`src/design/rtp_pkg.sv`:
```
/*
 * rtp_pkg: shared constants and types for the relay / pwm output channel.
 * assumes a 10 MHz system clock; time settings arrive in tenths of a second, delays in tenths of a minute when the minute unit is selected.
 */
package rtp_pkg;

	localparam int unsigned RTP_CLK_HZ      = 10000000;
	localparam int unsigned RTP_TENTH_MS    = 100;
	localparam int unsigned RTP_TENTH_CYC   = RTP_CLK_HZ / 1000 * RTP_TENTH_MS;
	localparam int unsigned RTP_MIN_TENTHS  = 600;

	localparam logic signed [15:0] RTP_THR_MIN    = 16'shfc19;
	localparam logic signed [15:0] RTP_THR_MAX    = 16'sh270f;
	localparam logic        [9:0]  RTP_MARGIN_MAX = 10'h3e7;
	localparam logic        [9:0]  RTP_DELAY_MAX  = 10'h3e7;
	localparam logic        [13:0] RTP_CYCLE_MAX  = 14'h270f;
	localparam logic        [6:0]  RTP_FILL_FULL  = 7'h64;

	typedef enum logic [1:0] {
		RTP_SRC_MEAS,
		RTP_SRC_BUS,
		RTP_SRC_HEAT,
		RTP_SRC_COOL
	} rtp_src_e;

	typedef enum logic [2:0] {
		RTP_MODE_DISABLED,
		RTP_MODE_ON,
		RTP_MODE_OFF,
		RTP_MODE_IN,
		RTP_MODE_OUT,
		RTP_MODE_PWM
	} rtp_mode_e;

	// relay reactions; pwm reactions reuse codes 0..2 as ignore, hold, forced fill
	typedef enum logic [1:0] {
		RTP_ALM_HOLD,
		RTP_ALM_ON,
		RTP_ALM_OFF
	} rtp_alm_e;

	localparam logic [1:0] RTP_PWM_IGNORE = 2'h0;
	localparam logic [1:0] RTP_PWM_HOLD   = 2'h1;
	localparam logic [1:0] RTP_PWM_FORCED = 2'h2;

endpackage

```
`src/design/rtp_tick_if.sv`:
```
/*
 * rtp_tick_if: carries the time-base pulses from the divider to the channel.
 * assumes one sys_clk domain.
 */
`timescale 1ns/1ps
`default_nettype none
interface rtp_tick_if;
	logic tenth;
	logic delay_tick;
	modport src (output tenth, output delay_tick);
	modport dst (input tenth, input delay_tick);
endinterface
`default_nettype wire

```
`src/design/rtp_timebase.sv`:
```
/*
 * rtp_timebase: divides sys_clk into a 0.1 s pulse and a delay pulse that is
 * either the same 0.1 s pulse or one every 0.1 min, per unit select.
 * assumes sys_clk at the package rate.
 */
`timescale 1ns/1ps
`default_nettype none
module rtp_timebase
	import rtp_pkg::*;
#(
	parameter int unsigned TENTH_CYC = RTP_TENTH_CYC
) (
	input  wire logic sys_clk,
	input  wire logic nrst,
	input  wire logic unit_minutes,
	rtp_tick_if.src   tick
);
	typedef struct packed {
		logic [23:0] div;
		logic [5:0]  sec;
		logic        tenth;
		logic        dtick;
	} rtp_tb_s;

	rtp_tb_s st_reg;
	rtp_tb_s st_next;

	always_comb begin
		st_next       = st_reg;
		st_next.tenth = 1'b0;
		st_next.dtick = 1'b0;
		if (st_reg.div == 24'(TENTH_CYC - 1)) begin
			st_next.div   = '0;
			st_next.tenth = 1'b1;
			// a minute-unit tenth is sixty second-unit tenths
			if (st_reg.sec == 6'(RTP_MIN_TENTHS / 10 - 1)) begin
				st_next.sec = '0;
			end else begin
				st_next.sec = st_reg.sec + 6'h01;
			end
			st_next.dtick = unit_minutes ? (st_reg.sec == 6'(RTP_MIN_TENTHS / 10 - 1)) : 1'b1;
		end else begin
			st_next.div = st_reg.div + 24'h000001;
		end
	end

	always_ff @(posedge sys_clk or negedge nrst) begin
		if (!nrst) begin
			st_reg <= '0;
		end else begin
			st_reg <= st_next;
		end
	end

	assign tick.tenth      = st_reg.tenth;
	assign tick.delay_tick = st_reg.dtick;
endmodule
`default_nettype wire

```
`src/design/rtp_channel.sv`:
```
/*
 * rtp_channel: one relay / open-collector output channel with threshold,
 * window, delay, gating, alarm and pwm behaviour.
 * assumes settings are held stable by a settings store on the same clock and
 * that sample_valid pulses one cycle with each new source sample.
 */
`timescale 1ns/1ps
`default_nettype none
module rtp_channel
	import rtp_pkg::*;
#(
	parameter int unsigned TENTH_CYC = RTP_TENTH_CYC
) (
	input  wire logic               sys_clk,
	input  wire logic               nrst,
	input  wire logic               sample_valid,
	input  wire logic signed [15:0] meas_value,
	input  wire logic               meas_over_range,
	input  wire logic signed [15:0] bus_value,
	input  wire logic signed [15:0] heat_value,
	input  wire logic signed [15:0] cool_value,
	input  wire logic signed [15:0] loop_setpoint,
	input  wire logic [1:0]         source_select,
	input  wire logic [2:0]         relay_mode,
	input  wire logic signed [15:0] primary_threshold,
	input  wire logic signed [15:0] secondary_threshold,
	input  wire logic [9:0]         switching_margin,
	input  wire logic [9:0]         setpoint_deviation_gate,
	input  wire logic [6:0]         controller_output_gate,
	input  wire logic [9:0]         activation_delay,
	input  wire logic [9:0]         deactivation_delay,
	input  wire logic               delay_unit_minutes,
	input  wire logic signed [15:0] pwm_span_floor,
	input  wire logic signed [15:0] pwm_span_ceiling,
	input  wire logic [13:0]        pwm_cycle_length,
	input  wire logic [13:0]        min_high_interval,
	input  wire logic [13:0]        min_low_interval,
	input  wire logic [1:0]         critical_reaction,
	input  wire logic [6:0]         alarm_fill,
	output logic                    relay_out,
	output logic                    open_collector_output,
	output logic                    indicator_led,
	output logic                    alarm_active,
	output logic [6:0]              fill_percent
);
	rtp_tick_if tick ();

	rtp_timebase #(
		.TENTH_CYC    (TENTH_CYC)
	) u_timebase (
		.sys_clk      (sys_clk),
		.nrst         (nrst),
		.unit_minutes (delay_unit_minutes),
		.tick         (tick)
	);

	typedef struct packed {
		logic signed [15:0] src;
		logic               alarm;
		logic               thr_state;
		logic               out;
		logic [9:0]         dly_cnt;
		logic [13:0]        pwm_pos;
		logic [13:0]        high_len;
		logic [6:0]         fill;
		logic               pwm_out;
	} rtp_ch_s;

	rtp_ch_s st_reg;
	rtp_ch_s st_next;

	function automatic logic signed [17:0] ext(input logic signed [15:0] v);
		return 18'(v);
	endfunction

	function automatic logic [6:0] clamp_fill(input logic signed [15:0] v,
			input logic signed [15:0] lo, input logic signed [15:0] hi);
		logic signed [31:0] num;
		logic signed [31:0] den;
		num = 32'(v) - 32'(lo);
		den = 32'(hi) - 32'(lo);
		if (v <= lo) begin
			return 7'h00;
		end else if (v >= hi || den <= 0) begin
			return RTP_FILL_FULL;
		end
		return 7'((num * 32'sd100) / den);
	endfunction

	logic signed [15:0] src_sel;
	logic signed [17:0] thr_lo;
	logic signed [17:0] thr_hi;
	logic signed [17:0] mrg;
	logic               want_on;
	logic               want_off;
	logic               gate_ok;
	logic [9:0]         dly_lim;
	logic [14:0]        min_sum;
	logic [13:0]        hi_calc;
	logic [6:0]         eff_fill;
	logic signed [15:0] dev;
	logic [15:0]        dev_abs;
	logic               pwm_alarm_hold;

	always_comb begin
		unique case (rtp_src_e'(source_select))
			RTP_SRC_MEAS: src_sel = meas_value;
			RTP_SRC_BUS:  src_sel = bus_value;
			RTP_SRC_HEAT: src_sel = heat_value;
			RTP_SRC_COOL: src_sel = cool_value;
		endcase
	end

	always_comb begin
		st_next        = st_reg;
		mrg            = 18'(switching_margin);
		// the window modes order the two thresholds themselves
		if (primary_threshold <= secondary_threshold) begin
			thr_lo = ext(primary_threshold);
			thr_hi = ext(secondary_threshold);
		end else begin
			thr_lo = ext(secondary_threshold);
			thr_hi = ext(primary_threshold);
		end
		want_on  = 1'b0;
		want_off = 1'b0;
		unique case (relay_mode)
			RTP_MODE_ON: begin
				want_on  = ext(st_reg.src) > ext(primary_threshold) + mrg;
				want_off = ext(st_reg.src) < ext(primary_threshold) - mrg;
			end
			RTP_MODE_OFF: begin
				want_off = ext(st_reg.src) > ext(primary_threshold) + mrg;
				want_on  = ext(st_reg.src) < ext(primary_threshold) - mrg;
			end
			RTP_MODE_IN: begin
				want_on  = ext(st_reg.src) > thr_lo + mrg && ext(st_reg.src) < thr_hi - mrg;
				want_off = ext(st_reg.src) < thr_lo - mrg || ext(st_reg.src) > thr_hi + mrg;
			end
			RTP_MODE_OUT: begin
				want_on  = ext(st_reg.src) > thr_hi + mrg || ext(st_reg.src) < thr_lo - mrg;
				want_off = ext(st_reg.src) > thr_lo + mrg && ext(st_reg.src) < thr_hi - mrg;
			end
			default: begin
				want_on  = 1'b0;
				want_off = 1'b0;
			end
		endcase

		// gating applies only to the control-loop sources
		dev     = 16'(loop_setpoint - st_reg.src);
		dev_abs = dev[15] ? 16'(-dev) : 16'(dev);
		gate_ok = 1'b1;
		if (source_select == 2'(RTP_SRC_HEAT) || source_select == 2'(RTP_SRC_COOL)) begin
			if (setpoint_deviation_gate != 10'h000 && dev_abs < 16'(setpoint_deviation_gate)) begin
				gate_ok = 1'b0;
			end
			// signed compare: a negative controller output must not pass the gate
			if (controller_output_gate != 7'h00 && st_reg.src < $signed(16'(controller_output_gate))) begin
				gate_ok = 1'b0;
			end
		end
		want_on = want_on & gate_ok;

		if (sample_valid) begin
			st_next.src   = src_sel;
			st_next.alarm = meas_over_range;
		end

		// delay timer: counts while the far border is held, restarts on retreat
		dly_lim = st_reg.thr_state ? deactivation_delay : activation_delay;
		if ((st_reg.thr_state ? want_off : want_on)) begin
			if (st_reg.dly_cnt >= dly_lim) begin
				st_next.thr_state = ~st_reg.thr_state;
				st_next.dly_cnt   = '0;
			end else if (tick.delay_tick) begin
				st_next.dly_cnt = st_reg.dly_cnt + 10'h001;
			end
		end else begin
			st_next.dly_cnt = '0;
		end
		// unused mode codes 6 and 7 behave as disabled
		if (relay_mode == 3'(RTP_MODE_DISABLED) || relay_mode >= 3'(RTP_MODE_PWM)) begin
			st_next.thr_state = 1'b0;
			st_next.dly_cnt   = '0;
		end

		// relay output with alarm reaction
		st_next.out = st_next.thr_state;
		if (st_reg.alarm && relay_mode != 3'(RTP_MODE_PWM)) begin
			unique case (critical_reaction)
				2'(RTP_ALM_ON):  st_next.out = 1'b1;
				2'(RTP_ALM_OFF): st_next.out = 1'b0;
				default:         st_next.out = st_reg.out;
			endcase
		end
		if (relay_mode == 3'(RTP_MODE_PWM)) begin
			st_next.out = 1'b0;
		end

		// pwm: the fill is latched at each cycle start so a cycle is never cut
		pwm_alarm_hold = 1'b0;
		eff_fill       = clamp_fill(st_reg.src, pwm_span_floor, pwm_span_ceiling);
		if (st_reg.alarm) begin
			unique case (critical_reaction)
				RTP_PWM_HOLD:   pwm_alarm_hold = 1'b1;
				RTP_PWM_FORCED: eff_fill = (alarm_fill > RTP_FILL_FULL) ? RTP_FILL_FULL : alarm_fill;
				default:        eff_fill = eff_fill;
			endcase
		end
		hi_calc = 14'((28'(pwm_cycle_length) * 28'(eff_fill)) / 28'd100);
		if (eff_fill != 7'h00 && hi_calc < min_high_interval) begin
			hi_calc = min_high_interval;
		end
		if (eff_fill != RTP_FILL_FULL && 15'(hi_calc) + 15'(min_low_interval) > 15'(pwm_cycle_length)) begin
			hi_calc = 14'(pwm_cycle_length - min_low_interval);
		end
		min_sum = 15'(min_high_interval) + 15'(min_low_interval);

		if (relay_mode != 3'(RTP_MODE_PWM)) begin
			st_next.pwm_pos  = '0;
			st_next.pwm_out  = 1'b0;
			st_next.fill     = '0;
		end else if (min_sum > 15'(pwm_cycle_length) || pwm_cycle_length == 14'h0000) begin
			st_next.pwm_out = 1'b0;
			st_next.pwm_pos = '0;
		end else if (pwm_alarm_hold) begin
			st_next.pwm_out = st_reg.pwm_out;
		end else if (tick.tenth) begin
			if (st_reg.pwm_pos == 14'h0000) begin
				st_next.high_len = hi_calc;
				st_next.fill     = eff_fill;
				st_next.pwm_out  = hi_calc != 14'h0000;
			end else begin
				st_next.pwm_out  = st_reg.pwm_pos < st_reg.high_len;
			end
			if (st_reg.pwm_pos >= pwm_cycle_length - 14'h0001) begin
				st_next.pwm_pos = '0;
			end else begin
				st_next.pwm_pos = st_reg.pwm_pos + 14'h0001;
			end
		end
	end

	always_ff @(posedge sys_clk or negedge nrst) begin
		if (!nrst) begin
			st_reg                <= '0;
			relay_out             <= 1'b0;
			open_collector_output <= 1'b0;
			indicator_led         <= 1'b0;
			alarm_active          <= 1'b0;
			fill_percent          <= '0;
		end else begin
			st_reg                <= st_next;
			relay_out             <= st_next.out;
			open_collector_output <= st_next.pwm_out;
			indicator_led         <= st_next.out | st_next.pwm_out;
			alarm_active          <= st_next.alarm;
			fill_percent          <= st_next.fill;
		end
	end
endmodule
`default_nettype wire

```
`config.mk`:
```
export PLATFORM = sky130hd
export DESIGN_NAME = rtp_channel
export DESIGN_NICKNAME = d
export VERILOG_FILES = /design/src/design/rtp_pkg.sv /design/src/design/rtp_tick_if.sv /design/src/design/rtp_timebase.sv /design/src/design/rtp_channel.sv
export SDC_FILE = /design/constraint.sdc
export NUM_CORES = 2
export LEC_CHECK = 0
export BUFFER_PORTS_ARGS = -buffer_cell sky130_fd_sc_hd__buf_2
export CAP_MARGIN = 10
export CELL_PAD_IN_SITES_DETAIL_PLACEMENT = 0
export CELL_PAD_IN_SITES_GLOBAL_PLACEMENT = 1
export CORE_MARGIN = 5
export CORE_UTILIZATION = 50
export DETAILED_ROUTE_END_ITERATION = 10
export PLACE_DENSITY = 0.95
export SYNTH_ARGS = -nofsm -noshare
export SYNTH_HDL_FRONTEND = slang
export SYNTH_SLANG_ARGS = --single-unit
```
`constraint.sdc`:
```
create_clock -name sys_clk -period 177.6 [get_ports sys_clk]
set_input_delay 8.88 -clock sys_clk [delete_from_list [all_inputs] [get_ports sys_clk]]
set_output_delay 8.88 -clock sys_clk [all_outputs]
set_load 0.005 [all_outputs]
```
==> qor.csv <==
metric,value,unit
status,completed,
clock slew at reported path FFs,0.07,ns
initial DRC count,3465,
Post-DP HPWL,123000,um
post-synthesis sequential element count,98,
Worst slew margin,23.1,%
Worst Path Arrival,144.45,ns
root buf cell,clkbuf_16,
most frequent cell after synthesis,ha_1,
gr usage total,26.7,%
Placed Area,0.0540,mm^2
row cnt,116,
CP startpoint kind,input port,
"Req. time, crit path",177.84,ns
worst hold path depth,1,
Detailed Routing Iterations Pass 1,6,
nets@finish,8346,
Vias,50226,
post-route ant nets,0,
postcts setup bufs,0,
core area,0.100,mm^2
"Period Utilization, post-route",81.2,%
Mapped Area,0.0507,mm^2
layout cells sized above 1,10.6,%
largest cells by area after synthesis,"ha_1 (25%), o21a_1 (6.3%), mux2_2 (5.4%)",
setup violators final,0,
slowest cell on the critical path,a211oi_2,
# DRC,0,
Die H,328,um
cts bufs inserted,9,
Chip Width,328,um
cell mode on critical path,o21a_1,
Post-synth top cells,"ha_1 (1016), nor2_1 (615), o21a_1 (428)",
crit-path max cell delay,0.73,ns
maximum clock rate,0.00693,GHz
Hold Path Class,flop to flop,
Least-Margin Pin Slew,1.14,ns
initial antenna violation count,9,
Setup TNS,0,ns
skew final,0.0111,ns
Synth cell types,123,
Post-synth EDFFs,0,
Crit Path Class,input port to flop,
RD Place Congestion,0.955,
post-synthesis sequential area ratio,4.84,%
minimum clock period,144.21,ns
Mean Syn Cell Area,7.53,um^2
vias per std cell,6.01,
ys async rst share,100,%
largest net degree at the start of global routing,73,
area added between synthesis and finish,7.14,%
flop2flop setup slack,41.36,ns
"Hold Violations, Final",0,
worst r2r src,st_reg[49],
clk buf depth,2,
worst skew pair latency,0.38,ns
reg2reg path depth,641,
Yosys top cell area share,25.1,%
"Primary FF master, synth",dfrtp_1,
Slew Limit Fails,0,
worst-path maximum fanout,45,
CTS tree,yes,
Hold EP,u_timebase.st_reg[8],
crit end category,flop,
number of port buffers,262,
Synth area leader,ha_1,
die area,0.108,mm^2
grt total ovfl,0,
final setup margin,33.39,ns
"Design Area, Final",0.0543,mm^2
clock sinks,98,
post-CTS sizing,0,
Cells after Synth,6727,
number of flip-flops in the largest register,65,
Min Hold Slack,0.490,ns
I/O Pins,263,
RSZ-0062 raised after global routing,no,
dpl ws,35.06,ns
hold_buf cts,0,
first-pass GRT wire length,243000,um
H-tree depth,3,
Ys Warns,0,
Max-Cap Viols,0,
Hold Path Origin,u_timebase.st_reg[8],
Post-Route WL,150000,um
Starting Density,50.5,%
vias in the first global route,47847,
DR WL/cell,18.0,um
RR Endpoint,indicator_led,
-- cell type report --
cell class / instances / area [um^2]
sequential: 98 / 2450
antenna: 3 / 7.51
inverter: 432 / 1620
fill: 9629 / 46000
timing repair buffer: 326 / 1790
clock inverter: 3 / 28.8
clock buffer: 13 / 280
tap: 1357 / 1700
multi-input combinational: 6131 / 46400
-- worst max-delay path by stage --
stage | start | endpoint | slack [ns] | cells after the start
6_report | pwm_span_floor[1] | indicator_led | 33.39 | 642
5_1_grt | pwm_span_floor[1] | indicator_led | 22.00 | 642
4_1_cts | pwm_span_floor[1] | indicator_led | 34.82 | 642
3_5_place_dp | pwm_span_floor[1] | indicator_led | 35.06 | 642
3_3_place_gp | pwm_span_floor[1] | indicator_led | 38.46 | 637
2_1_floorplan | pwm_span_floor[1] | indicator_led | 47.18 | 666
-- cells in the final DEF, fill, tap and decap left out, types with 47 or more instances in the layout --
| cell type | count |
|---|---|
| o21ai_0 | 394 |
| nand2b_1 | 115 |
| mux2_2 | 241 |
| nand3_1 | 95 |
| o21a_1 | 428 |
| nor3_1 | 421 |
| nand2_1 | 352 |
| xnor2_1 | 264 |
| buf_4 | 65 |
| nor2b_1 | 120 |
| xor2_1 | 145 |
| nor4_1 | 53 |
| buf_2 | 261 |
| nand4_1 | 107 |
| fa_1 | 80 |
| ha_1 | 1015 |
| nor2_1 | 613 |
| a21oi_1 | 426 |
| a21o_1 | 202 |
| o21bai_1 | 50 |
| o31ai_1 | 55 |
| and2_1 | 102 |
| mux2i_1 | 49 |
| conb_1 | 127 |
| dfrtp_1 | 98 |
| or3_1 | 47 |
| inv_1 | 426 |
-- worst max-delay path, delay by kind of cell --
family / cells / cell delay [ns]
compound gates: 429 / 88.15
xor+xnor: 4 / 0.90
fa+ha+maj: 45 / 14.36
buf+inv: 28 / 5.31
mux: 13 / 4.04
simple gates: 123 / 22.55
-- through the flow --
stage | utilization, % | cells
detailed placement | 53.8 | 8343
finish | 54.1 | 8363
global placement | 53.8 | 8343
floorplan | - | 6852
CTS | 54.1 | 8359
global route | 54.1 | 8363
-- metal layers --
layer	global-route usage [%]	vias to the layer above	part of all wire [%]
met5	0	-	0.051
met2	44.9	1405	45
met1	36.6	23443	46
met3	2.84	233	6.0
li1	-	25135	-
met4	6.64	10	2.5
-- kinds of logic (layout without fill, tap and decap cells) --
logic type	after synthesis	count (layout)	synth area share, %
simple gates	2196	2196	21.4
mux	306	306	7.04
compound gates	1980	1980	26.2
flops	98	98	4.84
fa+ha+maj	1099	1099	28.3
buf+inv	623	774	4.89
xor+xnor	423	423	7.34
other cells	2	130	0.0148
Power is not shown: default switching activity piles up to over one toggle a cycle in this logic, so the estimate is an artifact.
